--- config.mk ---
export PLATFORM = sky130hd
export DESIGN_NAME = bca_top
export DESIGN_NICKNAME = d
export VERILOG_FILES = /design/src/bca_pkg.sv /design/src/bca_top.sv
export VERILOG_INCLUDE_DIRS = /design/src
export SDC_FILE = /design/constraint.sdc
export NUM_CORES = 2
export LEC_CHECK = 0
export BUFFER_PORTS_ARGS = -buffer_cell sky130_fd_sc_hd__buf_2
export CORE_UTILIZATION = 30
export DETAILED_ROUTE_END_ITERATION = 16
export GPL_TIMING_DRIVEN = 0
export HOLD_SLACK_MARGIN = 0.06
export PLACE_DENSITY = 0.56
export SETUP_SLACK_MARGIN = 0.4
export SLEW_MARGIN = 20
export SYNTH_ARGS = -nofsm -noshare
export SYNTH_HDL_FRONTEND = slang
export SYNTH_SLANG_ARGS = --single-unit
export TNS_END_PERCENT = 100
--- constraint.sdc ---
create_clock -name pclk -period 12.4 [get_ports pclk]
set_input_delay 2.48 -clock pclk [delete_from_list [all_inputs] [get_ports pclk]]
set_output_delay 2.48 -clock pclk [all_outputs]
set_load 0.02 [all_outputs]
--- src/bca_consts.svh ---
/*
 * constants of the buffer congestion admission block: register offsets,
 * reset values, field widths and pool sizes.
 * assumes inclusion by bare name; definitions only.
 */
`ifndef BCA_CONSTS_SVH
`define BCA_CONSTS_SVH

// ****************************************************************
// pool sizes and widths
// ****************************************************************
`define BCA_SEG_TOTAL 10'h200
`define BCA_PTR_TOTAL 11'h400
`define BCA_NPORT 4
`define BCA_NQUEUE 8
`define BCA_QSEL_W 3
`define BCA_PSEL_W 2

// ****************************************************************
// reset values
// ****************************************************************
`define BCA_RST_MAX 10'h3FF
`define BCA_RST_QTH 10'h050
`define BCA_RST_RSV 10'h000
`define BCA_TOKEN_LOW 20'h08000
`define BCA_EBS_SHIFT 6
`define BCA_LFSR_SEED 16'hACE1

// ****************************************************************
// drop probabilities in 1/256 steps
// ****************************************************************
`define BCA_P25 8'h40
`define BCA_P50 8'h80
`define BCA_P75 8'hC0

// ****************************************************************
// register offsets
// ****************************************************************
`define BCA_OFS_CTRL 12'h000
`define BCA_OFS_STAT 12'h004
`define BCA_OFS_IMASK 12'h008
`define BCA_OFS_CGN 12'h00C
`define BCA_OFS_GTH 12'h010
`define BCA_OFS_PTH 12'h040
`define BCA_OFS_QTH 12'h100
`define BCA_OFS_FC 12'h200
`define BCA_OFS_RSV 12'h300
`define BCA_OFS_EBS 12'h380

`endif

--- src/bca_pkg.sv ---
/*
 * types of the buffer congestion admission block.
 * assumes bca_consts.svh for sizes.
 */
`include "bca_consts.svh"
package bca_pkg;
	// packet colour from metering
	typedef enum logic [1:0] {
		BCA_RED = 2'h0,
		BCA_YELLOW = 2'h1,
		BCA_GREEN = 2'h2
	} bca_color_e;
	// segment level type
	typedef logic [9:0] bca_lvl_t;
	// min and max pair of one colour
	typedef struct packed {
		bca_lvl_t min_th;
		bca_lvl_t max_th;
	} bca_pair_s;
	// one colour set: red, yellow, green
	typedef struct packed {
		bca_pair_s [2:0] col;
	} bca_cset_s;
	// one admission request
	typedef struct packed {
		logic valid;
		bca_color_e color;
		logic critical;
		logic [`BCA_PSEL_W-1:0] eport;
		logic [`BCA_QSEL_W-1:0] queue;
	} bca_req_s;
	// one admission answer
	typedef struct packed {
		logic valid;
		logic admit;
	} bca_ans_s;
	// per ingress port flow control thresholds
	typedef struct packed {
		bca_lvl_t on_th;
		bca_lvl_t off_th;
	} bca_fc_s;
endpackage

--- src/bca_top.sv ---
/*
 * buffer congestion admission: buffer full discard, critical bypass,
 * queue reservation, per colour early drop at global, port and queue
 * level, per ingress port flow control and congestion interrupts.
 * assumes fill levels arrive from logic on pclk, an apb master on pclk.
 */
`timescale 1ns/1ns
`include "bca_consts.svh"
module bca_top (
	input wire logic pclk,
	input wire logic presetn,
	input wire logic psel,
	input wire logic penable,
	input wire logic pwrite,
	input wire logic [11:0] paddr,
	input wire logic [31:0] pwdata,
	output logic [31:0] prdata,
	output logic pready,
	output logic pslverr,
	input wire bca_pkg::bca_req_s req,
	output bca_pkg::bca_ans_s ans,
	input wire logic [9:0] seg_used,
	input wire logic [10:0] ptr_used,
	input wire bca_pkg::bca_lvl_t [`BCA_NPORT-1:0] eport_lvl,
	input wire bca_pkg::bca_lvl_t [`BCA_NQUEUE-1:0] queue_lvl,
	input wire bca_pkg::bca_lvl_t [`BCA_NPORT-1:0] iport_lvl,
	input wire logic [`BCA_NPORT-1:0][19:0] meter_tokens,
	output logic [`BCA_NPORT-1:0] flow_ctrl,
	output logic irq
);
	// ****************************************************************
	// state
	// ****************************************************************
	typedef struct packed {
		logic [31:0] prdata;
		logic pready;
		logic pslverr;
		bca_pkg::bca_ans_s ans;
		logic [`BCA_NPORT-1:0] flow_ctrl;
		logic irq;
		logic [1:0] profile;
		logic global_fc_en;
		bca_pkg::bca_lvl_t gfc_on;
		bca_pkg::bca_lvl_t gfc_off;
		logic [`BCA_NPORT-1:0] stat;
		logic [`BCA_NPORT-1:0] imask;
		logic [`BCA_NPORT-1:0] cgn;
		logic [`BCA_NPORT-1:0] mfc;
		bca_pkg::bca_cset_s gth;
		bca_pkg::bca_cset_s [`BCA_NPORT-1:0] pth;
		bca_pkg::bca_cset_s [`BCA_NQUEUE-1:0] qth;
		bca_pkg::bca_lvl_t [`BCA_NQUEUE-1:0] rsv;
		bca_pkg::bca_fc_s [`BCA_NPORT-1:0] fc;
		logic [`BCA_NPORT-1:0][13:0] ebs;
		logic [15:0] lfsr;
	} bca_state_s;

	bca_state_s st_ff; // registered state
	bca_state_s nxt_st; // next state

	// ****************************************************************
	// early drop decision of one level against one pair
	// ****************************************************************
	// returns 1 when the packet is to be dropped
	// the midpoint is floored, so the level that sits on it is judged
	// with the low probability; odd windows lean to the low half
	function automatic logic ed_drop(input bca_pkg::bca_lvl_t lvl,
		input bca_pkg::bca_pair_s pr, input logic [7:0] pmin,
		input logic [7:0] pmax, input logic [7:0] rnd);
		logic [10:0] mid;
		mid = ({1'b0, pr.min_th} + {1'b0, pr.max_th}) >> 1;
		if (lvl < pr.min_th) begin
			ed_drop = 1'b0;
		end else if (lvl > pr.max_th) begin
			ed_drop = 1'b1;
		end else if (pr.min_th == pr.max_th) begin
			ed_drop = 1'b1; // tail drop at the single level
		end else if ({1'b0, lvl} <= mid) begin
			ed_drop = rnd < pmin;
		end else begin
			ed_drop = rnd < pmax;
		end
	endfunction

	// ****************************************************************
	// admission combinational terms
	// ****************************************************************
	logic [7:0] p_lo; // selected low probability
	logic [7:0] p_hi; // selected high probability
	logic buf_full; // segment or pointer pool exhausted
	logic admit_now; // admission result of the current request
	bca_pkg::bca_pair_s gp; // colour pair, global
	bca_pkg::bca_pair_s pp; // colour pair, egress port
	bca_pkg::bca_pair_s qp; // colour pair, egress queue
	bca_pkg::bca_lvl_t qlvl; // filling level of target queue

	// profile decode and admission
	always_comb begin
		case (st_ff.profile)
			2'h1: begin
				p_lo = `BCA_P25;
				p_hi = `BCA_P50;
			end
			2'h2: begin
				p_lo = `BCA_P50;
				p_hi = `BCA_P50;
			end
			2'h3: begin
				p_lo = `BCA_P50;
				p_hi = `BCA_P75;
			end
			default: begin
				p_lo = `BCA_P25;
				p_hi = `BCA_P75;
			end
		endcase
		// full when either pool is used up
		buf_full = (seg_used >= `BCA_SEG_TOTAL) ||
			(ptr_used >= `BCA_PTR_TOTAL);
		gp = st_ff.gth.col[req.color];
		pp = st_ff.pth[req.eport].col[req.color];
		qp = st_ff.qth[req.queue].col[req.color];
		qlvl = queue_lvl[req.queue];
		if (buf_full) begin
			admit_now = 1'b0;
		end else if (req.critical) begin
			admit_now = 1'b1;
		end else if (req.color == bca_pkg::BCA_GREEN &&
			qlvl <= st_ff.rsv[req.queue]) begin
			admit_now = 1'b1;
		end else begin
			admit_now = !(ed_drop(seg_used, gp, p_lo, p_hi,
				st_ff.lfsr[7:0]) ||
				ed_drop(eport_lvl[req.eport], pp, p_lo, p_hi,
				st_ff.lfsr[15:8]) ||
				ed_drop(qlvl, qp, p_lo, p_hi,
				st_ff.lfsr[11:4]));
		end
	end

	// ****************************************************************
	// next state
	// ****************************************************************
	logic wr_en; // apb write access phase
	logic rd_en; // apb read access phase
	logic [`BCA_NPORT-1:0] fc_set; // per port start causes
	logic [`BCA_NPORT-1:0] fc_clr; // per port stop causes all hold
	logic [`BCA_NPORT-1:0] cgn_nx; // next port congestion status
	logic [`BCA_NPORT-1:0] mfc_nx; // next meter flow control state
	logic g_on; // global start condition
	logic g_off; // global stop condition
	logic [3:0] cidx; // colour/index field of address
	logic [31:0] rd; // read data mux
	logic hit; // address mapped

	// register write, read, flow control, interrupt
	always_comb begin
		nxt_st = st_ff;
		wr_en = psel && penable && pwrite;
		rd_en = psel && penable && !pwrite;
		cidx = paddr[5:2];
		rd = 32'h0000_0000;
		hit = 1'b1;
		// free running generator
		nxt_st.lfsr = {st_ff.lfsr[14:0], st_ff.lfsr[15] ^
			st_ff.lfsr[13] ^ st_ff.lfsr[12] ^ st_ff.lfsr[10]};
		// admission answer, one cycle after the request
		nxt_st.ans.valid = req.valid;
		nxt_st.ans.admit = req.valid && admit_now;
		// flow control causes
		g_on = st_ff.global_fc_en && seg_used > st_ff.gfc_on;
		g_off = !st_ff.global_fc_en || seg_used < st_ff.gfc_off;
		for (int i = 0; i < `BCA_NPORT; i++) begin
			if (iport_lvl[i] > st_ff.fc[i].on_th) begin
				cgn_nx[i] = 1'b1;
			end else if (iport_lvl[i] < st_ff.fc[i].off_th) begin
				cgn_nx[i] = 1'b0;
			end else begin
				cgn_nx[i] = st_ff.cgn[i];
			end
			if (meter_tokens[i] < `BCA_TOKEN_LOW) begin
				mfc_nx[i] = 1'b1;
			end else if (meter_tokens[i] >
				({6'h00, st_ff.ebs[i]} << `BCA_EBS_SHIFT)) begin
				mfc_nx[i] = 1'b0;
			end else begin
				mfc_nx[i] = st_ff.mfc[i];
			end
			// any start cause, all stop causes
			fc_set[i] = g_on || cgn_nx[i] || mfc_nx[i];
			fc_clr[i] = g_off && !cgn_nx[i] && !mfc_nx[i];
		end
		nxt_st.cgn = cgn_nx;
		nxt_st.mfc = mfc_nx;
		nxt_st.flow_ctrl = fc_set | (st_ff.flow_ctrl & ~fc_clr);
		// read decode
		if (paddr == `BCA_OFS_CTRL) begin
			rd = {9'h000, st_ff.gfc_off, st_ff.gfc_on, st_ff.global_fc_en,
				st_ff.profile};
		end else if (paddr == `BCA_OFS_STAT) begin
			rd = {28'h0000000, st_ff.stat};
		end else if (paddr == `BCA_OFS_IMASK) begin
			rd = {28'h0000000, st_ff.imask};
		end else if (paddr == `BCA_OFS_CGN) begin
			rd = {28'h0000000, st_ff.cgn};
		end else if (paddr[11:4] == `BCA_OFS_GTH >> 4 &&
			cidx[1:0] != 2'h3) begin
			rd = {12'h000, st_ff.gth.col[cidx[1:0]]};
		end else if (paddr[11:6] == `BCA_OFS_PTH >> 6 && cidx[1:0] != 2'h3) begin
			rd = {12'h000, st_ff.pth[cidx[3:2]].col[cidx[1:0]]};
		end else if (paddr[11:8] == `BCA_OFS_QTH >> 8 && paddr[3:2] != 2'h3 &&
			paddr[7:4] < 4'h8) begin
			rd = {12'h000, st_ff.qth[paddr[6:4]].col[paddr[3:2]]};
		end else if (paddr[11:4] == `BCA_OFS_FC >> 4) begin
			rd = {12'h000, st_ff.fc[paddr[3:2]]};
		end else if (paddr[11:5] == `BCA_OFS_RSV >> 5) begin
			rd = {22'h000000, st_ff.rsv[paddr[4:2]]};
		end else if (paddr[11:4] == `BCA_OFS_EBS >> 4) begin
			rd = {18'h00000, st_ff.ebs[paddr[3:2]]};
		end else begin
			hit = 1'b0;
		end
		// writes land at the access edge only
		if (wr_en && hit) begin
			if (paddr == `BCA_OFS_CTRL) begin
				nxt_st.profile = pwdata[1:0];
				nxt_st.global_fc_en = pwdata[2];
				nxt_st.gfc_on = pwdata[12:3];
				nxt_st.gfc_off = pwdata[22:13];
			end else if (paddr == `BCA_OFS_IMASK) begin
				nxt_st.imask = pwdata[`BCA_NPORT-1:0];
			end else if (paddr[11:4] == `BCA_OFS_GTH >> 4) begin
				nxt_st.gth.col[cidx[1:0]] = pwdata[19:0];
			end else if (paddr[11:6] == `BCA_OFS_PTH >> 6) begin
				nxt_st.pth[cidx[3:2]].col[cidx[1:0]] = pwdata[19:0];
			end else if (paddr[11:8] == `BCA_OFS_QTH >> 8) begin
				nxt_st.qth[paddr[6:4]].col[paddr[3:2]] = pwdata[19:0];
			end else if (paddr[11:4] == `BCA_OFS_FC >> 4) begin
				nxt_st.fc[paddr[3:2]] = pwdata[19:0];
			end else if (paddr[11:5] == `BCA_OFS_RSV >> 5) begin
				nxt_st.rsv[paddr[4:2]] = pwdata[9:0];
			end else if (paddr[11:4] == `BCA_OFS_EBS >> 4) begin
				nxt_st.ebs[paddr[3:2]] = pwdata[13:0];
			end
		end
		// sticky change bits: write one clears, new change wins
		nxt_st.stat = st_ff.stat;
		if (wr_en && paddr == `BCA_OFS_STAT) begin
			nxt_st.stat = st_ff.stat & ~pwdata[`BCA_NPORT-1:0];
		end
		nxt_st.stat = nxt_st.stat | (cgn_nx ^ st_ff.cgn);
		nxt_st.irq = |(nxt_st.stat & nxt_st.imask);
		// apb answer: ready in the access phase, zero wait
		nxt_st.pready = psel && !penable;
		nxt_st.pslverr = psel && !penable && !hit;
		nxt_st.prdata = (psel && !penable && !pwrite) ? rd : 32'h0000_0000;
		if (rd_en) begin
			nxt_st.prdata = st_ff.prdata;
		end
	end

	// ****************************************************************
	// state register
	// ****************************************************************
	// reset values of every field
	always_ff @(posedge pclk or negedge presetn) begin
		if (!presetn) begin
			st_ff <= '0;
			st_ff.gth <= {6{`BCA_RST_MAX}};
			st_ff.pth <= {(6*`BCA_NPORT){`BCA_RST_MAX}};
			st_ff.qth <= {(6*`BCA_NQUEUE){`BCA_RST_QTH}};
			st_ff.rsv <= {`BCA_NQUEUE{`BCA_RST_RSV}};
			st_ff.fc <= {(2*`BCA_NPORT){`BCA_RST_MAX}};
			st_ff.gfc_on <= `BCA_RST_MAX;
			st_ff.gfc_off <= `BCA_RST_MAX;
			st_ff.lfsr <= `BCA_LFSR_SEED;
		end else begin
			st_ff <= nxt_st;
		end
	end

	assign prdata = st_ff.prdata;
	assign pready = st_ff.pready;
	assign pslverr = st_ff.pslverr;
	assign ans = st_ff.ans;
	assign flow_ctrl = st_ff.flow_ctrl;
	assign irq = st_ff.irq;
endmodule // bca_top

### Yosys cells after proc, flatten, opt, wreduce, memory -nomap -nowiden

Index checks and enable logic that the tools add are counted.

| cells by class | value |
|---|---|
| shift operators | 0 |
| reductions and logical operators | 63 |
| equality and inequality tests | 17 |
| divide/modulo/power cells | 0 |
| $lt $le $gt $ge | 48 |
| muxes and demuxes | 115 |
| bitwise operators | 18 |
| $add $sub $neg | 3 |
| multiply operators | 0 |

Operator list:

| kind | number |
|---|---|
| 480-bit bitwise mux | 1 |
| 60-bit binary-select mux with 3-bit select | 2 |
| 60-bit two-way mux | 6 |
| 20-bit two-way mux | 15 |
| 20-bit binary-select mux with 2-bit select | 7 |
| 60-bit binary-select mux with 2-bit select | 2 |
| 240-bit bitwise mux | 1 |
| 60-bit demux with 3-bit select | 1 |
| 80-bit bitwise mux | 2 |
| 60-bit demux with 2-bit select | 1 |
| 10-bit binary-select mux with 3-bit select | 3 |
| 10-bit > comparator | 8 |
| 20-bit > comparator | 4 |
| 10-bit < comparator | 8 |
| 20-bit by 16-bit < comparator with 1-bit output (second input constant) | 4 |
| 60-bit bitwise mux | 1 |
| 56-bit bitwise mux | 1 |
| 14-bit two-way mux | 4 |
| 1-bit two-way mux | 50 |
| 10-bit two-way mux | 5 |
| 8-bit < comparator | 6 |
| 20-bit demux with 2-bit select | 1 |
| 10-bit less-or-equal comparator | 4 |
| 10-bit by 10-bit adder with 11-bit output | 3 |
| other kinds (46) | 124 |

| word-level totals | value |
|---|---|
| logic and storage cells | 378 |
| memories | 0 |
| memory bits (read-only) | 0 |
| memory bits (writable) | 0 |
| bits in latches | 0 |
| output and inout bits | 41 |
| bits of input ports | 319 |
| register bits | 1092 |

### Logic depth before layout (Yosys ltp)

| depth | value |
|---|---|
| depth after elaboration | 20 |
| mapped depth | 26 |

### Worst setup path before layout

Ideal clock, no wire load.

| path | value |
|---|---|
| path kind | input-to-reg |
| start point | in req[0] (netlist bit) |
| end point | reg st_ff, in the netlist ans[0] |
| buffers on the path | 3 |
| cell stages on the path | 23 |
| library setup time | 0.130 ns |
| setup slack | 4.796 ns |
| data required time | 12.270 ns |
| data arrival time | 7.473 ns |
| cells stage by stage | buf_2 -> buf_2 -> buf_1 -> mux4_2 -> mux4_2 -> inv_1 -> o22a_1 -> inv_1 -> ha_1 -> a21o_1 -> a21oi_1 -> o21ai_0 -> a21oi_1 -> o21ai_0 -> xnor2_1 -> ha_1 -> or4_1 -> nor2_1 -> o221ai_1 -> a211oi_1 -> a31oi_1 -> a211oi_1 -> o32ai_1 |

RTL lines:

| item | RTL line | source |
|---|---|---|
| start: declaration | bca_top.sv:20 | `input wire bca_pkg::bca_req_s req,` |
| end signal: assignment | bca_top.sv:278 | `st_ff <= nxt_st;` |
| end: declaration | bca_top.sv:58 | `bca_state_s st_ff;` |

==> results.md <==
| Parameter | Reported | Unit |
| --- | --- | --- |
| Fillers | 21,000 | - |
| Via count | 48,000 | - |
| Post-layout power | 8.48 | mW |
| Synth-to-Final Area Change | 15.7 | % |
| Final std cells w/o fill | 8,363 | - |
| First-iteration detailed-routing DRC count | 5,326 | - |
| Area of placed instances | 0.0705 | mm2 |
| Final Max Slew Viols | 0 | - |
| Maximum buffer depth of the clock tree | 3 | - |
| Setup violators final | 0 | - |
| Gpl congestion | 0.941 | - |
| Summed instance area of the synthesized netlist | 0.0649 | mm2 |
| Initial core utilization | 0.302 | - |
| Flop2flop setup slack | 5.67 | ns |
| FP Rows | 170 | - |
| Vert. Die Dim | 467 | um |
| Power density cells | 113 | mW/mm2 |
| Via count of the first global-routing pass | 47,900 | - |
| Run status | finished clean | - |
| IO Count | 360 | - |
| Final HPWL DP | 197,000 | um |
| Die width | 467 | um |
| Worst Setup Slack post-DPL | 0.917 | ns |
| Number of enable-type register cells in the synthesized netlist | 0 | - |
| CP max FO | 10 | - |
| Fraction of layout cells with a size suffix above 1 | 0.505 | - |
| Final hold violation count | 0 | - |
| Worst clock skew | 0.0426 | ns |
| Portion of the clock cycle consumed by the worst path in the final layout | 0.871 | - |
| Setup TNS | 0 | ns |
| Final cell area excluding filler cells | 0.0751 | mm2 |
| Transition time of the tightest slew-check pin | 1.25 | ns |
| Syn_area_per_cell | 13.1 | um2 |
| Largest cells by area after synthesis | sky130_fd_sc_hd__dfrtp_1 22%, sky130_fd_sc_hd__dfstp_2 20%, sky130_fd_sc_hd__mux2_2 17%, sky130_fd_sc_hd__mux4_2 16%, sky130_fd_sc_hd__ha_1 5.5% | - |
| Clock slew at reported path FFs | 0.06 | ns |
| Shortest period the worst path allows | 10.80 | ns |
| Cts repair resizes | 0 | - |
| Critical Path RT | 13.02 | ns |
| Data arrival at the endpoint of the critical path | 11.42 | ns |
| RSZ-0062 raised after global routing | no | - |
| Initial antenna violation count | 32 | - |
| Buffers inserted during post-CTS setup optimization | 0 | - |
| Hold-fix buffers, CTS | 0 | - |
| Largest vdd supply drop | 0.158 | mV |
| Class of the tightest hold or removal check | reg2reg | - |
| Sequential element share of the synthesized area | 0.427 | - |
| Number of sinks driven by the clock tree | 1,083 | - |
| Count of buffers inserted at the top-level ports | 308 | - |
| H-tree levels | 4 | - |
| Placed cell count | 8,112 | - |
| CP Class | in2reg | - |
| Most used flip-flop cell after synthesis | sky130_fd_sc_hd__dfrtp_1 | - |
| Hold depth | 0 | - |
| Number of nets in the finished design | 6,011 | - |
| Area share of the leading cell type in the synthesized netlist | 0.223 | - |
| Post-route antenna net violation count | 0 | - |
| Static Leak | 33.2 | nW |
| Hold Startpoint | nxt_st[3] | - |
| First-pass GRT wire length | 373,000 | um |
| Endpoint with the worst hold slack | nxt_st[4] | - |
| Cell with the most instances after synthesis | sky130_fd_sc_hd__mux2_2 | - |
| Routed wire per std cell | 32.1 | um |
| Die Footprint | 0.218 | mm2 |
| Fraction of synthesis flops using an asynchronous set or reset pin | 1.00 | - |
| Cell types with the highest counts after synthesis | 1,006 x sky130_fd_sc_hd__mux2_2, 579 x sky130_fd_sc_hd__dfrtp_1, 504 x sky130_fd_sc_hd__dfstp_2 | - |
| Total detailed-routing wirelength | 268,000 | um |
| Min setup slack post-route | 1.60 | ns |
| Max-capacitance violation count | 0 | - |
| Total clock buffers created by CTS | 130 | - |
| Fmax | 0.0926 | GHz |
| Number of detailed-routing iterations run before antenna repair | 8 | - |
| Cell chosen for the clock root | sky130_fd_sc_hd__clkbuf_16 | - |
| Largest net degree at the start of global routing | 137 | - |
| FF+latch count, synth | 1,083 | - |
| Number of distinct library cells after synthesis | 73 | - |
| Startpoint type of the worst setup path | input pin | - |
| R2R Path End | ans[0] | - |
| Number of cells traversed by the worst register-to-register path | 20 | - |
| Relative slew slack | 0.165 | - |
| Placeable core region | 0.215 | mm2 |
| Endpoint type of the worst setup path | register | - |
| Startpoint of the lowest-slack register-to-register path | st_ff[463] | - |
| Remaining global-route overflow | 0 | - |
| Total Routing Usage GR | 0.243 | - |
| Clock tree from TritonCTS | done | - |
| Yosys warning total | 0 | - |
| Post-Synthesis Cells | 4,942 | - |
| Remaining design rule violation count | 0 | - |
| Leading area contributor after synthesis | sky130_fd_sc_hd__dfrtp_1 | - |
| Clock latency reported for the late side of the worst-skew pair | 0.82 | ns |
| Ratio of routed vias to standard cells | 5.74 | - |
critical path: stages:
cell                       delay (ns)
sky130_fd_sc_hd__clkbuf_1        0.57
sky130_fd_sc_hd__buf_1           0.65
sky130_fd_sc_hd__buf_2           0.58
sky130_fd_sc_hd__buf_2           0.50
sky130_fd_sc_hd__buf_1           0.82
sky130_fd_sc_hd__mux4_2          0.38
sky130_fd_sc_hd__mux2i_1         0.08
sky130_fd_sc_hd__o22ai_1         0.61
sky130_fd_sc_hd__ha_1            0.30
sky130_fd_sc_hd__inv_1           0.06
sky130_fd_sc_hd__fa_1            0.39
sky130_fd_sc_hd__nor2b_1         0.13
sky130_fd_sc_hd__o21ai_0         0.10
sky130_fd_sc_hd__a21oi_1         0.19
sky130_fd_sc_hd__o21a_1          0.13
sky130_fd_sc_hd__nor2_1          0.05
sky130_fd_sc_hd__o21ai_0         0.27
sky130_fd_sc_hd__xnor2_1         0.11
sky130_fd_sc_hd__ha_1            0.30
sky130_fd_sc_hd__o21a_1          0.13
sky130_fd_sc_hd__o211ai_1        0.08
sky130_fd_sc_hd__a21oi_1         0.78
sky130_fd_sc_hd__a211oi_1        0.18
sky130_fd_sc_hd__a31oi_1         0.69
sky130_fd_sc_hd__a211oi_1        0.27
sky130_fd_sc_hd__o32ai_1         0.56
area by class of cell:
type	instances	area, um2	share of cell area
antenna	13	32.5	0.000433
buffer	437	2050	0.0273
clock buffer	191	3920	0.0522
clock inverter	47	636	0.00846
inverter	273	1020	0.0136
multi-input combinational	3157	34300	0.456
sequential	1083	27700	0.369
tap	2838	3550	0.0473
timing repair buffer	324	1890	0.0252
flip-flops by register name (all words and copies together), names as in the netlist:
name       count
prdata        23
pslverr        1
irq            1
pready         1
flow_ctrl      4
ans            2
st_ff       1036
nxt_st        15
power breakdown:
group | switching [mW] | internal [mW] | total, mW
clock | 1.67 | 2.46 | 4.12
sequential | 0.00378 | 3.55 | 3.55
combinational | 0.572 | 0.234 | 0.806
cell usage in the layout, fill, tap and decap left out, types with 39 or more instances in the layout:
cell                        instances
sky130_fd_sc_hd__a21oi_1          128
sky130_fd_sc_hd__buf_2            464
sky130_fd_sc_hd__buf_4             45
sky130_fd_sc_hd__clkbuf_1         204
sky130_fd_sc_hd__clkbuf_16        138
sky130_fd_sc_hd__clkbuf_2          39
sky130_fd_sc_hd__dfrtp_1          579
sky130_fd_sc_hd__dfstp_2          504
sky130_fd_sc_hd__ha_1             283
sky130_fd_sc_hd__inv_1            272
sky130_fd_sc_hd__mux2_2          1006
sky130_fd_sc_hd__mux2i_1          155
sky130_fd_sc_hd__mux4_2           472
sky130_fd_sc_hd__nand2_1          239
sky130_fd_sc_hd__nor2_1           108
sky130_fd_sc_hd__o21a_1            49
sky130_fd_sc_hd__o21ai_0          184
layer usage:
layer  GRT usage  up-vias  wire [um]
met4       0.138       22      16500
met2       0.370     2512     120000
met1       0.311    25400     107000
li1            -    19500          -
met3      0.0639      632      24800
met5           0        -        146
how the worst max path moves through the flow:
stage / endpoint / cells after the start / from / slack [ns]
2_1_floorplan: ans[0] / 23 / req[0] / 4.80
6_report: ans[0] / 26 / req[1] / 1.60
5_1_grt: ans[0] / 25 / req[1] / 1.36
3_5_place_dp: ans[0] / 26 / req[1] / 0.92
4_1_cts: ans[0] / 26 / req[1] / 1.72
3_3_place_gp: st_ff[1014] / 1 / presetn / -14.97
stage by stage:
step | hold slack [ns] | util
final | 0.351 | 0.350
after global routing | 0.363 | 0.349
after floorplan | 0.331 | -
after detailed placement | 0.339 | 0.328
after CTS | 0.353 | 0.349
after global placement | 0.336 | 0.326
cell families (layout without fill, tap and decap cells):
logic type,Yosys count,after routing,synth area share
multiplexers,1634,1634,0.362
flip-flops,1083,1083,0.427
buffers and inverters,710,1272,0.0461
AO/OA/AOI/OAI,627,627,0.0627
AND/OR/NAND/NOR,578,578,0.0432
adder cells (fa/ha/maj),286,286,0.0555
XOR/XNOR,23,23,0.00310
other,1,22,0.0000578
Note: power is estimated with default switching activity, not from simulation.
